$ cat config.mk
export PLATFORM = sky130hd
export DESIGN_NAME = crc_current_ref
export DESIGN_NICKNAME = d
export VERILOG_FILES = /design/src/design/crc_pkg.sv /design/src/design/crc_trim_select.sv /design/src/design/crc_current_ref.sv
export SDC_FILE = /design/constraint.sdc
export NUM_CORES = 1
export LEC_CHECK = 0
export ABC_CLOCK_PERIOD_IN_PS = 1850
export BUFFER_PORTS_ARGS = -buffer_cell sky130_fd_sc_hd__buf_2
export CAP_MARGIN = 20
export CORE_MARGIN = 5
export CORE_UTILIZATION = 40
export DETAILED_ROUTE_END_ITERATION = 7
export GPL_TIMING_DRIVEN = 0
export HOLD_SLACK_MARGIN = 0.12
export PLACE_DENSITY = 0.66
export SYNTH_ARGS = -nofsm -noshare
export SYNTH_HDL_FRONTEND = slang
export SYNTH_SLANG_ARGS = --single-unit
export TNS_END_PERCENT = 1
$ cat constraint.sdc
create_clock -name i_ref_clk -period 1.85 [get_ports i_ref_clk]
set_clock_uncertainty 0.2 [all_clocks]
set_input_delay 0.0925 -clock i_ref_clk [delete_from_list [all_inputs] [get_ports i_ref_clk]]
set_output_delay 0.0925 -clock i_ref_clk [all_outputs]
set_load 0.01 [all_outputs]
$ cat src/design/crc_pkg.sv
// Package of constants and types for the current reference control block
package crc_pkg;

  // SFR addressing
  localparam logic [7:0] CRC_ADDR_SFR      = 8'hb9;
  localparam logic [3:0] CRC_PAGE_CTRL     = 4'h0;
  localparam logic [3:0] CRC_PAGE_CFG      = 4'hf;

  // Control register field positions
  localparam int         CRC_CTRL_DIR_BIT  = 7;
  localparam int         CRC_CTRL_RNG_BIT  = 6;
  localparam int         CRC_CTRL_CNT_HI   = 5;
  localparam int         CRC_CNT_W         = 6;

  // Configuration register field positions
  localparam int         CRC_CFG_EN_BIT    = 7;
  localparam int         CRC_CFG_SEL_W     = 3;
  localparam logic [7:0] CRC_CFG_WR_MASK   = 8'h87;

  // Reset values
  localparam logic [7:0] CRC_CTRL_RST      = 8'h00;
  localparam logic [7:0] CRC_CFG_RST       = 8'h00;

  // Step sizes in microamps, and number of counter channels
  localparam int         CRC_STEP_LOW_UA   = 1;
  localparam int         CRC_STEP_HIGH_UA  = 8;
  localparam int         CRC_CHAN_N        = 6;
  localparam logic [2:0] CRC_SEL_MAX       = 3'h5;
  localparam logic [5:0] CRC_CNT_OFF       = 6'h00;
  localparam logic [1:0] CRC_TRIM_EQUIV    = 2'h2;

  // SFR access carrier
  typedef struct packed {
    logic       wr;
    logic       rd;
    logic [3:0] page;
    logic [7:0] addr;
    logic [7:0] wdata;
  } crc_sfr_req_t;

  // Analog drive word carrier
  typedef struct packed {
    logic       enable;
    logic       sink;
    logic       high_range;
    logic [5:0] count;
    logic       trim_cell;
  } crc_drive_t;

endpackage

$ cat src/design/crc_trim_select.sv
// Trim source selector: picks one counter channel output and gates trim cell
`timescale 1ns/1ps
module crc_trim_select
  import crc_pkg::*;
(
  input  wire logic                  i_ref_clk,
  input  wire logic                  i_nrst,
  input  wire logic [CRC_CHAN_N-1:0] i_chan_sync,
  input  wire logic                  i_enable,
  input  wire logic [2:0]            i_sel,
  output logic                       o_trim_cell
);

  // Channel decode; reserved codes pick nothing
  function automatic logic pick_chan(input logic [CRC_CHAN_N-1:0] ch,
                                     input logic [2:0] sel);
    logic res;
    res = 1'b0;
    if (sel <= CRC_SEL_MAX) begin
      res = ch[sel];
    end
    return res;
  endfunction

  logic cell_nxt;

  // Cell on only while enabled and the chosen channel is high
  always_comb begin
    cell_nxt = i_enable & pick_chan(i_chan_sync, i_sel);
  end

  // Registered gate drive
  always_ff @(posedge i_ref_clk) begin
    if (!i_nrst) begin
      o_trim_cell <= 1'b0;
    end else begin
      o_trim_cell <= cell_nxt;
    end
  end

  chk_trim_off: assert property (@(posedge i_ref_clk) disable iff (!i_nrst)
    !i_enable |=> !o_trim_cell)
    else $error("trim cell on while trim disabled");

  chk_trim_follow: assert property (@(posedge i_ref_clk) disable iff (!i_nrst)
    (i_enable && i_sel <= CRC_SEL_MAX)
      |=> o_trim_cell == $past(i_chan_sync[i_sel]))
    else $error("trim cell does not follow selected channel");

endmodule

$ cat src/design/crc_current_ref.sv
// Digital control of the programmable current reference
`timescale 1ns/1ps
module crc_current_ref
  import crc_pkg::*;
(
  input  wire logic                  i_ref_clk,
  input  wire logic                  i_nrst,
  input  wire crc_sfr_req_t          i_sfr,
  output logic [7:0]                 o_sfr_rdata,
  output logic                       o_sfr_hit,
  input  wire logic [CRC_CHAN_N-1:0] i_counter_channel_output,
  output crc_drive_t                 o_drive,
  output logic [9:0]                 o_magnitude_ua
);

  logic [7:0]            current_ref_control_r;
  logic [7:0]            current_ref_trim_config_r;
  logic [CRC_CHAN_N-1:0] chan_meta_r;
  logic [CRC_CHAN_N-1:0] chan_sync_r;
  logic                  trim_cell;
  logic                  sel_ctrl;
  logic                  sel_cfg;
  logic [7:0]            rdata_nxt;
  logic [9:0]            mag_nxt;
  crc_drive_t            drive_nxt;

  // Page-qualified decode of the shared SFR address
  function automatic logic sfr_match(input crc_sfr_req_t r,
                                     input logic [3:0] pg);
    return (r.addr == CRC_ADDR_SFR) && (r.page == pg);
  endfunction

  assign sel_ctrl = sfr_match(i_sfr, CRC_PAGE_CTRL);
  assign sel_cfg  = sfr_match(i_sfr, CRC_PAGE_CFG);
  assign o_sfr_hit = (i_sfr.rd | i_sfr.wr) & (sel_ctrl | sel_cfg);

  // Control register: direction, range and step count
  always_ff @(posedge i_ref_clk) begin
    if (!i_nrst) begin
      current_ref_control_r <= CRC_CTRL_RST;
    end else if (i_sfr.wr && sel_ctrl) begin
      current_ref_control_r <= i_sfr.wdata;
    end
  end

  // Configuration register: unused bits never stored
  always_ff @(posedge i_ref_clk) begin
    if (!i_nrst) begin
      current_ref_trim_config_r <= CRC_CFG_RST;
    end else if (i_sfr.wr && sel_cfg) begin
      current_ref_trim_config_r <= i_sfr.wdata & CRC_CFG_WR_MASK;
    end
  end

  // Read mux, registered; unmapped reads return zero
  always_comb begin
    rdata_nxt = 8'h00;
    if (i_sfr.rd && sel_ctrl) begin
      rdata_nxt = current_ref_control_r;
    end else if (i_sfr.rd && sel_cfg) begin
      rdata_nxt = current_ref_trim_config_r & CRC_CFG_WR_MASK;
    end
  end

  always_ff @(posedge i_ref_clk) begin
    if (!i_nrst) begin
      o_sfr_rdata <= 8'h00;
    end else begin
      o_sfr_rdata <= rdata_nxt;
    end
  end

  // Counter channel outputs come from another block; two-stage sync
  always_ff @(posedge i_ref_clk) begin
    if (!i_nrst) begin
      chan_meta_r <= '0;
      chan_sync_r <= '0;
    end else begin
      chan_meta_r <= i_counter_channel_output;
      chan_sync_r <= chan_meta_r;
    end
  end

  // Channel pick and trim cell gating
  crc_trim_select u_trim (
    .i_ref_clk   (i_ref_clk),
    .i_nrst      (i_nrst),
    .i_chan_sync (chan_sync_r),
    .i_enable    (current_ref_trim_config_r[CRC_CFG_EN_BIT]),
    .i_sel       (current_ref_trim_config_r[CRC_CFG_SEL_W-1:0]),
    .o_trim_cell (trim_cell)
  );

  // Drive word and nominal magnitude; trim cell adds two LSBs
  always_comb begin
    logic [7:0] eff_steps;
    eff_steps = 8'h00;
    drive_nxt.count      = current_ref_control_r[CRC_CTRL_CNT_HI:0];
    drive_nxt.enable     = drive_nxt.count != CRC_CNT_OFF;
    drive_nxt.sink       = current_ref_control_r[CRC_CTRL_DIR_BIT];
    drive_nxt.high_range = current_ref_control_r[CRC_CTRL_RNG_BIT];
    drive_nxt.trim_cell  = trim_cell & drive_nxt.enable;
    eff_steps = {2'h0, drive_nxt.count}
              + (drive_nxt.trim_cell ? {6'h00, CRC_TRIM_EQUIV} : 8'h00);
    mag_nxt = drive_nxt.high_range
            ? 10'(eff_steps * CRC_STEP_HIGH_UA)
            : 10'(eff_steps * CRC_STEP_LOW_UA);
  end

  always_ff @(posedge i_ref_clk) begin
    if (!i_nrst) begin
      o_drive        <= '0;
      o_magnitude_ua <= 10'h000;
    end else begin
      o_drive        <= drive_nxt;
      o_magnitude_ua <= mag_nxt;
    end
  end

  chk_reset_off: assert property (@(posedge i_ref_clk)
    !i_nrst |=> (current_ref_control_r == 8'h00)
             && (current_ref_trim_config_r == 8'h00))
    else $error("registers not cleared by reset");

  chk_off_zero: assert property (@(posedge i_ref_clk) disable iff (!i_nrst)
    (current_ref_control_r[5:0] == 6'h00) |=> !o_drive.enable
                                           && o_magnitude_ua == 10'h000)
    else $error("reference active with zero count");

  chk_dir_bit: assert property (@(posedge i_ref_clk) disable iff (!i_nrst)
    (i_sfr.wr && sel_ctrl) |=> ##1 o_drive.sink == $past(i_sfr.wdata[7], 2))
    else $error("direction does not follow control bit 7");

  chk_range_mag: assert property (@(posedge i_ref_clk) disable iff (!i_nrst)
    !trim_cell |=> o_magnitude_ua == ($past(current_ref_control_r[6])
      ? 10'($past(current_ref_control_r[5:0]) * 8)
      : 10'($past(current_ref_control_r[5:0]))))
    else $error("magnitude wrong for range and count");

  chk_cfg_unused: assert property (@(posedge i_ref_clk) disable iff (!i_nrst)
    (i_sfr.rd && sel_cfg) |=> o_sfr_rdata[6:3] == 4'h0)
    else $error("unused configuration bits read nonzero");

  chk_page_decode: assert property (@(posedge i_ref_clk) disable iff (!i_nrst)
    (i_sfr.wr && sel_cfg) |=> $stable(current_ref_control_r))
    else $error("control register written on configuration page");

  chk_trim_equiv: assert property (@(posedge i_ref_clk) disable iff (!i_nrst)
    (trim_cell && current_ref_control_r[5:0] == 6'h04
     && !current_ref_control_r[6]) |=> o_magnitude_ua == 10'd6)
    else $error("full trim not equal to two LSBs");

  // Any non-zero count switches the reference on
  chk_en_nonzero: assert property (@(posedge i_ref_clk) disable iff (!i_nrst)
    (current_ref_control_r[5:0] != 6'h00) |=> o_drive.enable)
    else $error("reference off with non-zero count");

  // Count field reaches the drive word one cycle later
  chk_count_copy: assert property (@(posedge i_ref_clk) disable iff (!i_nrst)
    1'b1 |=> o_drive.count == $past(current_ref_control_r[5:0]))
    else $error("drive count does not follow control register");

  // Range bit reaches the drive word one cycle later
  chk_range_copy: assert property (@(posedge i_ref_clk) disable iff (!i_nrst)
    1'b1 |=> o_drive.high_range == $past(current_ref_control_r[6]))
    else $error("drive range does not follow control bit 6");

  // Direction bit reaches the drive word one cycle later
  chk_sink_copy: assert property (@(posedge i_ref_clk) disable iff (!i_nrst)
    1'b1 |=> o_drive.sink == $past(current_ref_control_r[7]))
    else $error("drive direction does not follow control bit 7");

  // Trim cell never runs while the reference is off
  chk_trim_mask: assert property (@(posedge i_ref_clk) disable iff (!i_nrst)
    o_drive.trim_cell |-> o_drive.enable)
    else $error("trim cell on while reference off");

  // Gated trim cell reaches the drive word when the reference is on
  chk_trim_pass: assert property (@(posedge i_ref_clk) disable iff (!i_nrst)
    (trim_cell && current_ref_control_r[5:0] != 6'h00)
      |=> o_drive.trim_cell)
    else $error("trim cell not passed to drive word");

  // Trim cell adds two steps in the low range
  chk_trim_add_lo: assert property (@(posedge i_ref_clk) disable iff (!i_nrst)
    (trim_cell && current_ref_control_r[5:0] != 6'h00
     && !current_ref_control_r[6])
      |=> o_magnitude_ua
          == 10'($past(current_ref_control_r[5:0])) + 10'd2)
    else $error("low range trim magnitude wrong");

  // Trim cell adds two steps in the high range
  chk_trim_add_hi: assert property (@(posedge i_ref_clk) disable iff (!i_nrst)
    (trim_cell && current_ref_control_r[5:0] != 6'h00
     && current_ref_control_r[6])
      |=> o_magnitude_ua
          == (10'($past(current_ref_control_r[5:0])) + 10'd2) * 10'd8)
    else $error("high range trim magnitude wrong");

  // Control read returns the stored value one cycle later
  chk_rd_ctrl: assert property (@(posedge i_ref_clk) disable iff (!i_nrst)
    (i_sfr.rd && sel_ctrl)
      |=> o_sfr_rdata == $past(current_ref_control_r))
    else $error("control read data wrong");

  // Configuration read returns the stored value one cycle later
  chk_rd_cfg: assert property (@(posedge i_ref_clk) disable iff (!i_nrst)
    (i_sfr.rd && sel_cfg)
      |=> o_sfr_rdata == $past(current_ref_trim_config_r))
    else $error("configuration read data wrong");

  // Read data returns to zero when no mapped read is taken
  chk_rd_idle: assert property (@(posedge i_ref_clk) disable iff (!i_nrst)
    !(i_sfr.rd && (sel_ctrl || sel_cfg)) |=> o_sfr_rdata == 8'h00)
    else $error("read data not zero without a mapped read");

  // Configuration write keeps only the defined bits
  chk_cfg_write: assert property (@(posedge i_ref_clk) disable iff (!i_nrst)
    (i_sfr.wr && sel_cfg) |=> current_ref_trim_config_r
      == ($past(i_sfr.wdata) & CRC_CFG_WR_MASK))
    else $error("configuration write stored wrong value");

  // Control write stores the whole byte
  chk_ctrl_write: assert property (@(posedge i_ref_clk) disable iff (!i_nrst)
    (i_sfr.wr && sel_ctrl)
      |=> current_ref_control_r == $past(i_sfr.wdata))
    else $error("control write stored wrong value");

  // Control page write leaves the configuration alone
  chk_ctrl_page: assert property (@(posedge i_ref_clk) disable iff (!i_nrst)
    (i_sfr.wr && sel_ctrl) |=> $stable(current_ref_trim_config_r))
    else $error("configuration written on control page");

  // Writes elsewhere touch neither register
  chk_foreign_wr: assert property (@(posedge i_ref_clk) disable iff (!i_nrst)
    (i_sfr.wr && !sel_ctrl && !sel_cfg)
      |=> $stable(current_ref_control_r)
          && $stable(current_ref_trim_config_r))
    else $error("register written by a foreign access");

  // Decode flag stays low off our address and pages
  chk_hit_zero: assert property (@(posedge i_ref_clk) disable iff (!i_nrst)
    (!sel_ctrl && !sel_cfg) |-> !o_sfr_hit)
    else $error("decode flag high for a foreign access");

  // Unused configuration bits are never stored
  chk_cfg_bits: assert property (@(posedge i_ref_clk) disable iff (!i_nrst)
    current_ref_trim_config_r[6:3] == 4'h0)
    else $error("unused configuration bits stored");

  // Reset clears every registered output
  chk_reset_out: assert property (@(posedge i_ref_clk)
    !i_nrst |=> o_drive == '0 && o_magnitude_ua == 10'h000
             && o_sfr_rdata == 8'h00)
    else $error("outputs not cleared by reset");

  cov_write_ctrl: cover property (@(posedge i_ref_clk) i_sfr.wr && sel_ctrl);
  cov_write_cfg:  cover property (@(posedge i_ref_clk) i_sfr.wr && sel_cfg);
  cov_trim_on:    cover property (@(posedge i_ref_clk) o_drive.trim_cell);
  cov_sink_high:  cover property (@(posedge i_ref_clk)
    o_drive.sink && o_drive.high_range && o_drive.enable);
  cov_read_cfg:   cover property (@(posedge i_ref_clk) i_sfr.rd && sel_cfg);

endmodule

# ---- Word level (Yosys, flattened, before mapping)
# Index checks and enable logic that the tools add are counted.
dict set report totals {
  elab_cells 42
  register_bits 53
  out_inout_bits 29
  inputBits 30
}
dict set report op_classes {
  addsub 1
  bitwise_logic 6
  eq_ne 2
  n_lt_le_gt_ge 2
  reduce_logical 10
  muxes 7
}
# cell n
set ops {}
lappend ops {{8-bit 2-to-1 mux} 3}
lappend ops {{8-bit equality test (second input constant)} 1}
lappend ops {{6-bit by 2-bit adder with 7-bit output} 1}
lappend ops {{1-bit logical AND} 6}
lappend ops {{6-bit nonzero test} 1}
lappend ops {{4-bit equality test (second input constant)} 1}
lappend ops {{4-bit zero test} 1}
lappend ops {{3-bit by 4-bit less-than comparator with 1-bit output (second input constant)} 1}
lappend ops {{1-bit bitwise AND} 3}
lappend ops {{1-bit binary-select mux with 3-bit select} 1}
lappend ops {{3-bit less-or-equal comparator (second input constant)} 1}
lappend ops {{1-bit 2-to-1 mux} 2}
lappend ops {{2-bit 2-to-1 mux} 1}
lappend ops {{1-bit bitwise OR} 2}
lappend ops {{2-bit AND reduction} 1}
lappend ops {{2-bit OR reduction} 1}
lappend ops {{1-bit NOT} 1}

# ---- Depth between registers and ports, before layout
dict set report logic_depth {
  word_depth 5
  mapped_depth 8
  mapped_depth_nobuf 8
}

# ---- Modules after synthesis
# Synthesis repeated with hierarchy kept, for this count alone.
dict set report hier_totals {
  cells_unflattened 173
  hier_area_um2 1844.3
}
# module cells_per_inst area_each_um2 instances
set by_module_without_submodules {}
lappend by_module_without_submodules {crc_current_ref 167 1767.9 1}
lappend by_module_without_submodules {crc_trim_select 6 76.3 1}

# ---- Least setup slack after synthesis
# No wires, ideal clock.
dict set report synth_timing {
  kind {register to register}
  from {reg current_ref_control_r[3]}
  to {reg o_magnitude_ua[6]}
  synth_period_minus_slack_ns 1.967
  path_slack_ns -0.117
  t_required_ns 1.535
  arrival_ns 1.653
  setup_time_ns 0.115
  stages_incl_launch_ff 9
  path_cell_list {dfxtp_1 > nor4_1 > nand2_1 > and2_1 > ha_1 > ha_1 > xnor2_1 > nor2_1 > o21a_1}
}
# element line
set synth_rtl {}
lappend synth_rtl {{from (decl)} crc_current_ref.sv:16} ;# logic [7:0] current_ref_control_r;
lappend synth_rtl {{from (signal assigned)} crc_current_ref.sv:42} ;# current_ref_control_r <= i_sfr.wdata;
lappend synth_rtl {{to (signal assigned)} crc_current_ref.sv:116} ;# o_magnitude_ua <= mag_nxt;
lappend synth_rtl {{to (decl)} crc_current_ref.sv:13} ;# output logic [9:0] o_magnitude_ua

==> flow_summary.toml <==
[clock_network]
cts_tree = "done"
insertion_delay_ns = 0.30
clk_pin_slew_ns = 0.09
cts_buffers = 5
clock_sinks = 53
cts_max_path_buffers = 2
cts-root-buf = "clkbuf_8"
h-tree-depth = 2

[placement]
port_buffers = 57
place.gp.congestion = 0.739
post_dp_cell_area_um2 = 2220
dp_hpwl_um = 2720

[setup_path]
cp_data_required_time_ns = 1.85
arrival_ns = 1.92
crit_type = "reg -> reg"
critPathTopFamily = "simple AND/OR/NAND/NOR gates"
critPathCaptureType = "flip-flop"
cp_cell_sequence = "nor4_4 > nand2_1 > and2_4 > ha_4 > and3_4 > and4_1 > o21a_1"
critPathBufInv = 0
slowest_delay_ns = 0.37
cp-start-kind = "flip-flop"
cp_slowest_cell = "dfxtp_4"
crit_fanout = 3

[route]
num_vias = 1501
wirelength_um = 4280
drt_iter0_drc = 83
met3_wirelength_um = 245
routed.top_layer = "met4"
wl_per_cell_um = 13.4
met2_wirelength_um = 2270
drc = 0
met1_length_um = 1720
final_antenna_net_count = 0
first_pass_iters = 4
viasPerCell = 4.69

[finish]
antenna_cells = 0
final_core_util = 0.604
final_nets = 300
final_area_um2 = 2650
drive_above_1_share = 0.313
fillerInstances = 369
area_growth_pct = 45.4

[synthesis]
synth_top_area_share = 0.582
syn_inst = 174
synth-seq-cells = 53
synth_edf_count = 0
syn_area_um2 = 1820
synth.area.top_cells = "dfxtp_1, mux2i_1, and2_1, nand2_1, inv_1"
synth_area_per_cell_um2 = 10.5
synth-main-ff-cell = "dfxtp_1"
yosysMostFrequentCell = "dfxtp_1"
ys_warn_count = 0
yosys.area.top_type = "dfxtp_1"
ys_types = 30
ys_seq_area_frac = 0.582
synth_top_cells_by_count = "dfxtp_1, nand2_1, and2_1, inv_1, mux2i_1"
syn_nets = 206
synthArstFlopShare = 0

[floorplanning]
core_area_um2 = 4380
fp.dieH_um = 77.5
start_util = 0.416
die_x_um = 77.5
ios = 59
dieArea_um2 = 6000
rows = 24

[status]
status = "complete, but fails checks"
violations = "setup timing"

[grt]
grt_pass1_wl_um = 7060
grt_pass1_vias = 1566
antenna_found_initial = 0
grt_usage = 0.146
grt_max_degree = 16
grt-ovfl-total = 0

[sta]
relSlewSlack = 0.688
setup_tns_ns = -0.179
worst_slew_pin_slew_ns = 0.468
holdWs_ns = 0.125
finalCritPeriodShare = 1.04
slew_violations = 0
finalCriticalPeriod_ns = 1.92
finalSetupViolCount = 5
max_freq_ghz = 0.521
finalWorstSetupSlack_ns = -0.0709
hold_viol = 0
grt_setup_unrepaired = "yes"

[min_path]
hold_class = "in -> reg"

[job]
drv_cap = 0

[power]
ir_drop_uv = 599
power_density_nw_per_um2 = 741
finalPower_w = 0.00196
p_leak_nw = 1.38
## per-layer routing
metal	vias to the layer above	track usage
met2	39	0.271
met3	6	0.0475
met5	-	0
li1	763	-
met1	693	0.152
met4	0	0.0498
## metrics by stage
stage                     setup WS (ns)  cells
after global placement          -0.0961    283
after global routing             -0.163    320
after CTS                       -0.0728    320
final                           -0.0709    320
after detailed placement        -0.0898    283
after floorplan                 0.00734    174
## registers in the layout, summed over array words and instances (netlist names)
register and count:
o_drive 10, o_magnitude_ua 10, current_ref_control_r 8, o_sfr_rdata 8, chan_meta_r 6, chan_sync_r 6
current_ref_trim_config_r 4, u_trim.o_trim_cell 1
## repair_timing
| action | 4_1_cts | 5_1_grt |
|---|---|---|
| hold buffers | 27 | 0 |
| setup buffers | 3 | 0 |
| pin swaps | 3 | 5 |
| hold endpoints to repair | 31 | 0 |
| gates resized for setup | 1 | 7 |
| setup endpoints to repair | 6 | 10 |
## final timing paths
check                                start                 to  slack [ns]  cells past startpoint
setup / recovery  current_ref_control_r[5]  o_magnitude_ua[6]       -0.07                      7
hold / removal                      i_nrst  o_magnitude_ua[6]        0.13                      3
setup reg to reg  current_ref_control_r[5]  o_magnitude_ua[6]       -0.07                      7
hold reg to reg             chan_meta_r[1]     chan_sync_r[1]        0.24                      1
## layout make-up
type / instances / area, um2 / share of cell area
multi-input cells: 100 / 751 / 0.283
repair buffers: 87 / 586 / 0.221
clock inverters: 1 / 5.00 / 0.00189
flip-flops and latches: 53 / 1070 / 0.403
plain buffers: 7 / 27.5 / 0.0104
well taps: 52 / 65.1 / 0.0246
inverters: 14 / 52.6 / 0.0198
clock buffers: 6 / 93.8 / 0.0354
## report_power, final
group | total, W | switching, W | internal [W]
clock | 0.000705 | 0.000365 | 0.000340
sequential | 0.00115 | 0.00000220 | 0.00115
combinational | 0.000107 | 0.0000454 | 0.0000618
total | 0.00196 | 0.000413 | 0.00155
## logic make-up after synthesis
| family | count (synthesis) | share of synthesized area |
|---|---|---|
| AOI/OAI and AO/OA | 13 | 0.0515 |
| buffers and inverters | 21 | 0.0440 |
| and+or+nand+nor | 68 | 0.210 |
| adders and majority gates | 2 | 0.0137 |
| DFF | 53 | 0.582 |
| muxes | 14 | 0.0838 |
| xor gates and xnor gates | 3 | 0.0144 |
## cells in the final DEF, fill, tap and decap left out, types with 2 or more instances in the layout
cell            instances
and2_1                 13
dlymetal6s4s_1          3
nor3_1                  3
buf_2                  58
nand4_1                 4
nor4_4                  2
a22oi_1                 4
inv_1                  14
a21oi_1                 2
dfxtp_1                51
mux2i_1                13
clkbuf_1                6
dlygate4sd3_1          24
nor2_1                 11
o21ai_0                 2
and3_1                  4
xnor2_2                 3
nand2_1                22
nand3_1                 2
ha_4                    2
dfxtp_4                 2
clkbuf_8                5
buf_4                   3
## tightest hold or removal path: cells and delay by family
| kind | cells | cell delay [ns] |
|---|---|---|
| buffers and inverters | 2 | 0.35 |
| AO/OA/AOI/OAI | 1 | 0.15 |
No activity file was read; power rests on OpenSTA's default activity.
